[config.mk]
export PLATFORM = sky130hd
export DESIGN_NAME = pfs_pin_mux
export DESIGN_NICKNAME = d
export VERILOG_FILES = /design/src/inc/pfs_pkg.sv /design/src/rtl/pfs_pin_mux.sv /design/src/rtl/pfs_sync2.sv
export SDC_FILE = /design/constraint.sdc
export NUM_CORES = 1
export LEC_CHECK = 0
export BUFFER_PORTS_ARGS = -buffer_cell sky130_fd_sc_hd__clkbuf_2
export CAP_MARGIN = 40
export CORE_UTILIZATION = 38
export DETAILED_ROUTE_END_ITERATION = 10
export HOLD_SLACK_MARGIN = 0.12
export PLACE_DENSITY = 0.62
export SLEW_MARGIN = 40
export SYNTH_ARGS = -nofsm -noshare
export SYNTH_HDL_FRONTEND = slang
export SYNTH_HIERARCHICAL = 1
export SYNTH_SLANG_ARGS = --single-unit
[constraint.sdc]
create_clock -name clk -period 11.55 [get_ports clk]
set_clock_uncertainty 0.15 [all_clocks]
set_input_delay 3.465 -clock clk [delete_from_list [all_inputs] [get_ports clk]]
set_output_delay 3.465 -clock clk [all_outputs]
set_load 0.005 [all_outputs]
[src/inc/pfs_pkg.sv]
`default_nettype none
package pfs_pkg;
  // apb byte offsets
  localparam logic [7:0] PORT_DATA_A = 8'h00;
  localparam logic [7:0] PORT_DIR_A  = 8'h04;
  localparam logic [7:0] PORT_LAST   = 8'h1c;
  localparam logic [7:0] WAKE_EN     = 8'h20;
  localparam logic [7:0] PC_SEL      = 8'h24;
  localparam logic [7:0] PD_SEL      = 8'h28;
  localparam logic [7:0] REMAP       = 8'h2c;
  localparam logic [7:0] DRIVE_FIRST = 8'h30;
  localparam logic [7:0] DRIVE_SEC   = 8'h34;
  localparam logic [7:0] BIT_OP      = 8'h38;

  // implemented bits per register
  localparam logic [7:0] PC_SEL_MASK = 8'h3f;
  localparam logic [7:0] PD_SEL_MASK = 8'h0f;
  localparam logic [7:0] DRV2_MASK   = 8'h3f;

  // values after reset
  localparam logic [7:0] PORT_RST    = 8'hff;
  localparam logic [7:0] SEL_RST     = 8'h00;
  localparam logic [7:0] DRV1_RST    = 8'h00;
  localparam logic [7:0] DRV2_RST    = 8'h15;

  // select codes
  localparam logic [1:0] SEL_LCD     = 2'h3;
  localparam logic [1:0] SEL_UART    = 2'h1;

  // field positions: pin select fields
  localparam int PC4_LSB = 0;
  localparam int PC5_LSB = 2;
  localparam int PC6_LSB = 4;
  localparam int PD0_LSB = 0;
  localparam int PD1_LSB = 2;

  // remap bits
  localparam int CT1_CK_BIT = 0;
  localparam int PT2_CK_BIT = 1;
  localparam int PT3_CK_BIT = 2;
  localparam int PT2_CP_BIT = 3;
  localparam int CT0_CK_BIT = 4;
  localparam int PT1_CK_BIT = 5;
  localparam int PT0_CP_BIT = 6;
  localparam int PT3_CP_BIT = 7;

  // bit operation word fields
  localparam int OP_BIT_LSB  = 0;
  localparam int OP_DIR_BIT  = 3;
  localparam int OP_PORT_LSB = 4;
  localparam int OP_VAL_BIT  = 8;

  // pin positions on the pad vector (a 7:0, b 15:8, c 23:16, d 31:24)
  localparam int PA0 = 0;
  localparam int PA2 = 2;
  localparam int PA5 = 5;
  localparam int PA7 = 7;
  localparam int PB1 = 9;
  localparam int PB2 = 10;
  localparam int PB3 = 11;
  localparam int PB4 = 12;
  localparam int PC3 = 19;
  localparam int PC4 = 20;
  localparam int PC5 = 21;
  localparam int PC6 = 22;
  localparam int PD0 = 24;
  localparam int PD1 = 25;
  localparam int PD2 = 26;
  localparam int PD3 = 27;
endpackage
`default_nettype wire

[src/rtl/pfs_pin_mux.sv]
// Contract
// - pc4 goes to lcd common three on code 11, else gpio with ctimer1 clock
// - pc6 becomes uart transmit on code 01, else gpio with ptimer2 clock
// - pc5 becomes uart receive on code 01, else gpio with ptimer3 clock
// - pd1 goes to lcd common one on code 11, else gpio with ptimer0 capture
// - pd0 goes to lcd common zero on code 11, else gpio with ctimer0 clock
// - unimplemented register bits ignore writes and read zero
// - remap bit 3 picks ptimer2 capture from pa7 or pc3
// - remap bit 2 picks ptimer3 clock from pb2 or pc5
// - remap bit 1 picks ptimer2 clock from pa5 or pc6
// - remap bit 0 picks ctimer1 clock from pb3 or pc4
// - remap bit 7 picks ptimer3 capture from pb1 or pd2
// - remap bit 6 picks ptimer0 capture from pa0 or pd1
// - remap bit 5 picks ptimer1 clock from pb4 or pd3
// - remap bit 4 picks ctimer0 clock from pa2 or pd0
// - first drive register holds four two-bit levels for port a and b groups
// - second drive register holds levels for pc6-4, pc3-0 and pd3-0
// - reset sets all port data and direction bits to one
// - new output drives high while data latch keeps reset value
// - single bit set or clear reads whole port, modifies, writes byte back
// - in sleep, falling edge on enabled port a pin wakes the device
// - each port a pin has its own wake enable bit
// - direction one is input, zero output; output reads return the latch
//
// Register access over APB and the placing of the registers were chosen for this implementation.
`timescale 1ns/1ps
`default_nettype none
module pfs_pin_mux (
  input  wire logic        clk,
  input  wire logic        rst_n,
  input  wire logic        psel,
  input  wire logic        penable,
  input  wire logic        pwrite,
  input  wire logic [7:0]  paddr,
  input  wire logic [31:0] pwdata,
  output logic      [31:0] prdata,
  output logic             pready,
  output logic             pslverr,
  input  wire logic [31:0] padIn,
  output logic      [31:0] padOut,
  output logic      [31:0] padOe,
  input  wire logic        lcdCom0,
  input  wire logic        lcdCom1,
  input  wire logic        lcdCom3,
  input  wire logic        uartTx,
  output logic             uartRx,
  output logic             ctimer0Clk,
  output logic             ctimer1Clk,
  output logic             ptimer1Clk,
  output logic             ptimer2Clk,
  output logic             ptimer3Clk,
  output logic             ptimer0Cap,
  output logic             ptimer2Cap,
  output logic             ptimer3Cap,
  output logic      [13:0] driveLevel,
  input  wire logic        sleepMode,
  output logic             wakeUp
);
  logic [3:0][7:0] dataQ;
  logic [3:0][7:0] dirQ;
  logic [3:0][7:0] portRd;
  logic [7:0]      wakeEnQ;
  logic [7:0]      pcSelQ;
  logic [7:0]      pdSelQ;
  logic [7:0]      remapQ;
  logic [7:0]      drv1Q;
  logic [7:0]      drv2Q;
  logic [7:0]      prevAQ;
  logic            wakeQ;
  logic [31:0]     pinS;
  logic            acc;
  logic            wr;
  logic            portHit;
  logic            hit;
  logic [1:0]      portIdx;
  logic [1:0]      opPort;
  logic [2:0]      opBit;
  logic [7:0]      opCur;
  logic [7:0]      opNew;
  logic [7:0]      fallA;
  logic            pc4Gpio;
  logic            pc5Gpio;
  logic            pc6Gpio;
  logic            pd0Gpio;
  logic            pd1Gpio;

  pfs_sync2 u_sync (
    .clk   (clk),
    .rst_n (rst_n),
    .d     (padIn),
    .q     (pinS)
  );

  // apb decode
  assign acc     = psel && penable;
  assign wr      = acc && pwrite;
  assign pready  = 1'b1;
  assign portHit = (paddr <= pfs_pkg::PORT_LAST) && (paddr[1:0] == 2'h0);
  assign portIdx = paddr[4:3];

  // port read value: pin for inputs, latch for outputs
  genvar gp;
  generate
    for (gp = 0; gp < 4; gp++) begin : g_port
      assign portRd[gp] = (dirQ[gp] & pinS[gp*8 +: 8]) | (~dirQ[gp] & dataQ[gp]);
    end
  endgenerate

  // bit operation: read whole byte, modify one bit, write back
  assign opPort = pwdata[pfs_pkg::OP_PORT_LSB +: 2];
  assign opBit  = pwdata[pfs_pkg::OP_BIT_LSB +: 3];
  assign opCur  = pwdata[pfs_pkg::OP_DIR_BIT] ? dirQ[opPort] : portRd[opPort];

  always_comb begin
    opNew        = opCur;
    opNew[opBit] = pwdata[pfs_pkg::OP_VAL_BIT];
  end

  // read mux and unmapped detection
  always_comb begin
    hit    = 1'b1;
    prdata = 32'h0;
    if (portHit) begin
      prdata[7:0] = paddr[2] ? dirQ[portIdx] : portRd[portIdx];
    end else if (paddr == pfs_pkg::WAKE_EN) begin
      prdata[7:0] = wakeEnQ;
    end else if (paddr == pfs_pkg::PC_SEL) begin
      prdata[7:0] = pcSelQ;
    end else if (paddr == pfs_pkg::PD_SEL) begin
      prdata[7:0] = pdSelQ;
    end else if (paddr == pfs_pkg::REMAP) begin
      prdata[7:0] = remapQ;
    end else if (paddr == pfs_pkg::DRIVE_FIRST) begin
      prdata[7:0] = drv1Q;
    end else if (paddr == pfs_pkg::DRIVE_SEC) begin
      prdata[7:0] = drv2Q;
    end else if (paddr == pfs_pkg::BIT_OP) begin
      prdata = 32'h0;
    end else begin
      hit = 1'b0;
    end
  end

  assign pslverr = acc && !hit;

  // port data and direction latches
  always_ff @(posedge clk or negedge rst_n) begin
    if (!rst_n) begin
      dataQ <= {4{pfs_pkg::PORT_RST}};
      dirQ  <= {4{pfs_pkg::PORT_RST}};
    end else if (wr && portHit) begin
      if (paddr[2]) begin
        dirQ[portIdx] <= pwdata[7:0];
      end else begin
        dataQ[portIdx] <= pwdata[7:0];
      end
    end else if (wr && paddr == pfs_pkg::BIT_OP) begin
      if (pwdata[pfs_pkg::OP_DIR_BIT]) begin
        dirQ[opPort] <= opNew;
      end else begin
        dataQ[opPort] <= opNew;
      end
    end
  end

  // function select, remap and wake enable
  always_ff @(posedge clk or negedge rst_n) begin
    if (!rst_n) begin
      wakeEnQ <= pfs_pkg::SEL_RST;
      pcSelQ  <= pfs_pkg::SEL_RST;
      pdSelQ  <= pfs_pkg::SEL_RST;
      remapQ  <= pfs_pkg::SEL_RST;
    end else if (wr) begin
      if (paddr == pfs_pkg::WAKE_EN) begin
        wakeEnQ <= pwdata[7:0];
      end else if (paddr == pfs_pkg::PC_SEL) begin
        pcSelQ <= pwdata[7:0] & pfs_pkg::PC_SEL_MASK;
      end else if (paddr == pfs_pkg::PD_SEL) begin
        pdSelQ <= pwdata[7:0] & pfs_pkg::PD_SEL_MASK;
      end else if (paddr == pfs_pkg::REMAP) begin
        remapQ <= pwdata[7:0];
      end
    end
  end

  // source current level registers
  always_ff @(posedge clk or negedge rst_n) begin
    if (!rst_n) begin
      drv1Q <= pfs_pkg::DRV1_RST;
      drv2Q <= pfs_pkg::DRV2_RST;
    end else if (wr && paddr == pfs_pkg::DRIVE_FIRST) begin
      drv1Q <= pwdata[7:0];
    end else if (wr && paddr == pfs_pkg::DRIVE_SEC) begin
      drv2Q <= pwdata[7:0] & pfs_pkg::DRV2_MASK;
    end
  end

  assign driveLevel = {drv2Q[5:0], drv1Q};

  // pin function selection
  assign pc4Gpio = pcSelQ[pfs_pkg::PC4_LSB +: 2] != pfs_pkg::SEL_LCD;
  assign pc5Gpio = pcSelQ[pfs_pkg::PC5_LSB +: 2] != pfs_pkg::SEL_UART;
  assign pc6Gpio = pcSelQ[pfs_pkg::PC6_LSB +: 2] != pfs_pkg::SEL_UART;
  assign pd0Gpio = pdSelQ[pfs_pkg::PD0_LSB +: 2] != pfs_pkg::SEL_LCD;
  assign pd1Gpio = pdSelQ[pfs_pkg::PD1_LSB +: 2] != pfs_pkg::SEL_LCD;

  always_comb begin
    padOut = dataQ;
    padOe  = ~dirQ;
    if (!pc4Gpio) begin
      padOut[pfs_pkg::PC4] = lcdCom3;
      padOe[pfs_pkg::PC4]  = 1'b1;
    end
    if (!pc5Gpio) begin
      padOut[pfs_pkg::PC5] = 1'b0;
      padOe[pfs_pkg::PC5]  = 1'b0;
    end
    if (!pc6Gpio) begin
      padOut[pfs_pkg::PC6] = uartTx;
      padOe[pfs_pkg::PC6]  = 1'b1;
    end
    if (!pd0Gpio) begin
      padOut[pfs_pkg::PD0] = lcdCom0;
      padOe[pfs_pkg::PD0]  = 1'b1;
    end
    if (!pd1Gpio) begin
      padOut[pfs_pkg::PD1] = lcdCom1;
      padOe[pfs_pkg::PD1]  = 1'b1;
    end
  end

  assign uartRx = pc5Gpio ? 1'b1 : pinS[pfs_pkg::PC5];

  // timer input remapping; unselected pin has no path
  assign ctimer1Clk = remapQ[pfs_pkg::CT1_CK_BIT] ? (pc4Gpio & pinS[pfs_pkg::PC4])
                                                  : pinS[pfs_pkg::PB3];
  assign ptimer2Clk = remapQ[pfs_pkg::PT2_CK_BIT] ? (pc6Gpio & pinS[pfs_pkg::PC6])
                                                  : pinS[pfs_pkg::PA5];
  assign ptimer3Clk = remapQ[pfs_pkg::PT3_CK_BIT] ? (pc5Gpio & pinS[pfs_pkg::PC5])
                                                  : pinS[pfs_pkg::PB2];
  assign ptimer2Cap = remapQ[pfs_pkg::PT2_CP_BIT] ? pinS[pfs_pkg::PC3]
                                                  : pinS[pfs_pkg::PA7];
  assign ctimer0Clk = remapQ[pfs_pkg::CT0_CK_BIT] ? (pd0Gpio & pinS[pfs_pkg::PD0])
                                                  : pinS[pfs_pkg::PA2];
  assign ptimer1Clk = remapQ[pfs_pkg::PT1_CK_BIT] ? pinS[pfs_pkg::PD3]
                                                  : pinS[pfs_pkg::PB4];
  assign ptimer0Cap = remapQ[pfs_pkg::PT0_CP_BIT] ? (pd1Gpio & pinS[pfs_pkg::PD1])
                                                  : pinS[pfs_pkg::PA0];
  assign ptimer3Cap = remapQ[pfs_pkg::PT3_CP_BIT] ? pinS[pfs_pkg::PD2]
                                                  : pinS[pfs_pkg::PB1];

  // port a falling edge wake
  assign fallA = prevAQ & ~pinS[7:0] & wakeEnQ;

  always_ff @(posedge clk or negedge rst_n) begin
    if (!rst_n) begin
      prevAQ <= pfs_pkg::PORT_RST;
      wakeQ  <= 1'b0;
    end else begin
      prevAQ <= pinS[7:0];
      wakeQ  <= sleepMode && (|fallA);
    end
  end

  assign wakeUp = wakeQ;
endmodule // pfs_pin_mux
`default_nettype wire

[src/rtl/pfs_sync2.sv]
`timescale 1ns/1ps
`default_nettype none
module pfs_sync2 (
  input  wire logic        clk,
  input  wire logic        rst_n,
  input  wire logic [31:0] d,
  output logic      [31:0] q
);
  logic [31:0] meta_q;

  // two-stage pin synchroniser
  always_ff @(posedge clk or negedge rst_n) begin
    if (!rst_n) begin
      meta_q <= 32'hffffffff;
      q      <= 32'hffffffff;
    end else begin
      meta_q <= d;
      q      <= meta_q;
    end
  end
endmodule // pfs_sync2
`default_nettype wire

==> results of run 1 <==
==> power by group <==
part / total, mW / switching, mW / internal, mW
Combinational: 0.124 / 0.0792 / 0.0447
Sequential: 0.671 / 0.0153 / 0.656
Clock: 0.579 / 0.249 / 0.331
==> layout make-up <==
type | count | area share
Clock buffer | 20 | 0.0431
Clock inverter | 12 | 0.0124
Inverter | 37 | 0.0131
Multi-Input combinational cell | 518 | 0.376
Sequential cell | 177 | 0.435
Tap cell | 319 | 0.0377
Timing Repair Buffer | 164 | 0.0828
==> worst min path at each step <==
stage	startpoint	endpoint	slack, ps	depth (start not counted)
finish	u_sync/meta_q[7]	u_sync/q[7]	200	0
global route	u_sync/meta_q[8]	u_sync/q[8]	210	0
CTS	u_sync/meta_q[7]	u_sync/q[7]	200	0
detailed placement	u_sync/meta_q[15]	u_sync/q[15]	200	0
global placement	u_sync/meta_q[27]	u_sync/q[27]	200	0
floorplan	u_sync/meta_q[0]	u_sync/q[0]	200	0
==> cells by family after synthesis <==
kind of cell,share of synthesized area
compound gates,0.143
buf+inv,0.0777
flops,0.504
mux,0.164
other cells,0.000822
simple gates,0.111
==> layout by cell type, fill, tap and decap left out, types with 9 or more instances in the layout <==
| master | n |
|---|---|
| a211o_1 | 9 |
| a21oi_1 | 10 |
| a22oi_1 | 80 |
| clkbuf_16 | 17 |
| clkbuf_2 | 152 |
| conb_1 | 25 |
| dfrtp_1 | 38 |
| dfstp_2 | 139 |
| inv_1 | 37 |
| mux2_2 | 45 |
| mux2i_1 | 33 |
| mux4_2 | 28 |
| nand2_1 | 100 |
| nand3_1 | 14 |
| nor2_1 | 9 |
| nor3b_1 | 12 |
| o21ai_0 | 45 |
| o21ai_1 | 9 |
==> state kept, by name, indices dropped and copies added, names as in the netlist, 6 cells and up <==
signal,flops
dirQ,32
u_sync/meta_q,32
u_sync/q,32
padOut,27
drv1Q,8
prevAQ,8
remapQ,8
wakeEnQ,8
drv2Q,6
pcSelQ,6
==> worst max-delay path, cell delays in order <==
cell	delay [ps]
clkbuf_2	430
buf_4	450
nand2b_1	460
o311ai_0	190
a2111oi_0	430
a21o_1	210
clkbuf_2	120
==> routing by layer <==
layer  part of all wire  vias up
met5                  0        -
met3               0.10       70
li1                   -     3092
met4              0.035        0
met2               0.45      449
met1               0.42     3539
==> results.tsv, run 1 <==
metric	value	unit
drc	0	
cts.sinks	177	
fin_setup_tns	0	ps
final.fill_count	2281	
ir_worst_vdd	0.105	mV
dr.pass1.iters	5	
design_area	10600	um^2
crit_path_start_kind	input pin	
track_usage	0.247	
multi_input_area	3980	um^2
crit_start	paddr[3]	
path_max_fanout	21	
cts-root-buf	clkbuf_16	
tightest_slew	932	ps
dieWidth	157	um
cts_buffer_depth	2	
htreeDepth	4	
hold_slack	200	ps
gr-max-usage-layer	met2	
r2r_setup_slack	9590	ps
yosysSeqAreaShare	0.504	
core_area	23500	um^2
synth_edf_count	0	
vias_per_cell	5.73	
ys_warn_count	6	
use_met2	0.364	
synth_top_area_frac	0.400	
clk_latency	440	ps
post_cts_buffers	0	
critical_path_class	in2out	
cts_resized	0	
chipHeight	157	um
cts_made_buffers	17	
area_growth	15.8	%
ys.flop_type	dfstp_2	
cts-hold-fix-buffers	0	
ys_ff_latch	177	
slew_violations	0	
grt_overflow	0	
hpwl	20400	um
worst_ep_arrival_time	5770	ps
fin_crit_sh	0.813	
place_congestion	0.919	
dpl-instance-area	9970	um^2
worstSetupEndpoint	prdata[4]	
grt_pass1_wl	43500	um
syn_inst	802	
final_util	0.450	
ys_types	59	
outcome	completed	
met3_usage	0.0672	
place_ws	2190	ps
grt_max_degree	108	
min_period	9390	ps
dp.cells	1214	
grt_antenna_before_repair	0	
rows	56	
power	1.37	mW
stdcell_count	1247	
synthTopCellsByCount	dfstp_2 (139), nand2_1 (100), a22oi_1 (80), buf_4 (54)	
vias	7150	
worstPathRequired	7940	ps
synth_area	9140	um^2
port_buffers	155	
grt_pass1_vias	6793	
cts.clk_slew.worst_paths	70	ps
finalSetupViolations	0	
start_util	0.388	
power_leakage	4.51	nW
rsz0062_at_grt	no	
dieArea	24700	um^2
avgSynthCellArea	11.4	um^2
maxCapViolCount	0	
totalWireLength	29700	um
met1_usage	0.342	
reg2reg_depth	5	
setup_ws	2160	ps
r2r_end	padOut[3]	
critPathCaptureType	output port	
async_flop_share	1.00	
p_per_area	130	nW/um^2
ios	204	
nNetsFinal	997	
synth_most_common_cell	dfstp_2	
hp-class	reg2reg	
worstReg2RegStart	dirQ[27]	
slew_headroom	0.376	
fmax	107	MHz
ff_latch_area	4600	um^2
synth_area_leaders	dfstp_2 (40%), dfrtp_1 (10%), mux4_2 (6.9%)	
drt_iter0_markers	643	
num_antenna_cells	0	
synth_area_leader_cell	dfstp_2	
drive_above_1_share	0.463	
cts_tree	built	
ant_nets	0	
avgRoutedWirePerCell	23.9	um
hold_viol	0	
Power figures use the tool's default switching activity.
==> run 2: changes to the inputs <==
Clock period 11.55 ns to 9.7 ns, I/O delays scaled along.
==> run 2 against run 1 <==
Compared with the run above:
- highest routed layer unchanged
- worst hold slack better by 5.0 ps
- non-clock buffer count unchanged
- via count up 1.3%
- largest cell class unchanged
- cell area down 0.26%
- combinational power up 19%
- register-to-register slack worse by 1800 ps
- count of clock-buffer cells in the layout up 4
==> results.tsv, run 2 (same netlist as run 1, synthesis figures left out) <==
metric	value	unit	change
post_cts_buffers	0		unchanged
power	1.64	mW	+20%
grt_antenna_before_repair	0		unchanged
dieWidth	157	um	unchanged
cts.clk_slew.worst_paths	60	ps	about the same
dieArea	24700	um^2	unchanged
hp-class	reg2reg		
cts_buffer_depth	2		unchanged
grt_pass1_vias	6955		+2.4%
crit_family	simple AND/OR/NAND/NOR gates		
ant_nets	0		unchanged
path_max_fanout	8		-62%
cts-hold-fix-buffers	0		unchanged
totalWireLength	30200	um	+1.4%
multi_input_area	3980	um^2	-0.16%
vias	7243		+1.3%
cp_num_buf_inv	2		-1
cts_made_buffers	17		unchanged
place_congestion	0.914		-0.48%
htreeDepth	4		unchanged
cpMaxStageDelayCell	nor4_2		
fmax	123	MHz	
worstPathRequired	6640	ps	-1300 ps
p_per_area	156	nW/um^2	+20%
area_growth	15.5	%	
ir_worst_vdd	0.111	mV	+6.2%
crit_top_cell	clkbuf_2		
power_leakage	4.49	nW	-0.41%
worst_ep_arrival_time	5080	ps	-690 ps
grt_pass1_wl	43900	um	+1.0%
fin_crit_sh	0.839		
critical_path_class	in2out		
start_util	0.388		unchanged
cp_slowest_stage_delay	640	ps	+180 ps
layout.cells.most_common	clkbuf_2		
core_area	23500	um^2	unchanged
top_regs	dirQ (32), u_sync/meta_q (32), u_sync/q (32)		
slew_violations	0		unchanged
drc	0		unchanged
tightest_slew	905	ps	-27.3 ps
finalSetupViolations	0		unchanged
stdcell_count	1247		unchanged
crit_path_start_kind	input pin		
fin_setup_tns	0	ps	unchanged
clk_latency	440	ps	about the same
cp_num_cells	7		unchanged
path_cells	clkbuf_2, nor4_2, nand2_1, nor2_1, a211o_1, o311ai_0, clkbuf_2		
avgRoutedWirePerCell	24.2	um	+1.4%
maxCapViolCount	0		unchanged
cts-root-buf	clkbuf_16		
grt_overflow	0		unchanged
drive_above_1_share	0.460		-0.00323
whs_path_depth	0		unchanged
rows	56		unchanged
final_cell_mix	clkbuf_2 (151), dfstp_2 (139), nand2_1 (100)		
ios	204		unchanged
vias_per_cell	5.81		+1.3%
final.fill_count	2252		-1.3%
track_usage	0.249		+0.00251
cts_resized	0		unchanged
critPathCaptureType	output port		
rsz0062_at_grt	no		
drt_iter0_markers	638		-0.78%
slew_headroom	0.394		+0.0176
hpwl	20700	um	+1.7%
grt_max_degree	61		-44%
num_antenna_cells	0		unchanged
outcome	completed		
cts_tree	built		
chipHeight	157	um	unchanged
hold_viol	0		unchanged
cts.sinks	177		unchanged
min_period	8140	ps	
ff_latch_area	4600	um^2	unchanged
reg2reg_depth	5		unchanged
port_buffers	155		unchanged
dr.pass1.iters	6		+1
dp.cells	1215		+0.082%
nNetsFinal	997		unchanged
==> run 2: through the flow <==
step	worst slack (ps)	hold slack (ps)	cell area, um^2	util
finish	1560	205	10600	0.449
global route	1480	209	10600	0.449
CTS	1610	206	10600	0.449
detailed placement	1610	197	9970	0.423
global placement	1570	195	9890	0.420
floorplan	2200	195	9230	-
==> run 2: final timing paths <==
kind                             startpoint           to  slack (ps)
max in group asynchronous             rst_n     drv1Q[3]        5930
max                                paddr[1]    prdata[5]        1560
min in group asynchronous             rst_n    remapQ[4]        2320
min reg2reg                u_sync/meta_q[2]  u_sync/q[2]         210
min                        u_sync/meta_q[2]  u_sync/q[2]         210
max reg2reg                         dirQ[7]   padOut[31]        7740
==> run 2: power breakdown <==
group / switching (mW) / leakage, nW / total, mW / internal [mW]
sequential: 0.0189 / 1.97 / 0.800 / 0.781
clock: 0.288 / 0.290 / 0.696 / 0.408
combinational: 0.0952 / 2.22 / 0.147 / 0.0521
total: 0.402 / 4.49 / 1.64 / 1.24
==> run 2: area by class of cell <==
type	instances	area share
Tap cell	319	0.0378
Clock inverter	8	0.00936
Multi-Input combinational cell	518	0.376
Timing Repair Buffer	164	0.0807
Clock buffer	24	0.0467
Sequential cell	177	0.436
Inverter	37	0.0132
==> run 2: metal layers <==
layer  up-vias  GRT usage  share of wire
met5         -          0              0
met4         0     0.0841          0.024
met3        63     0.0691           0.10
met2       430      0.380           0.46
met1      3664      0.341           0.42
li1       3086          -              -
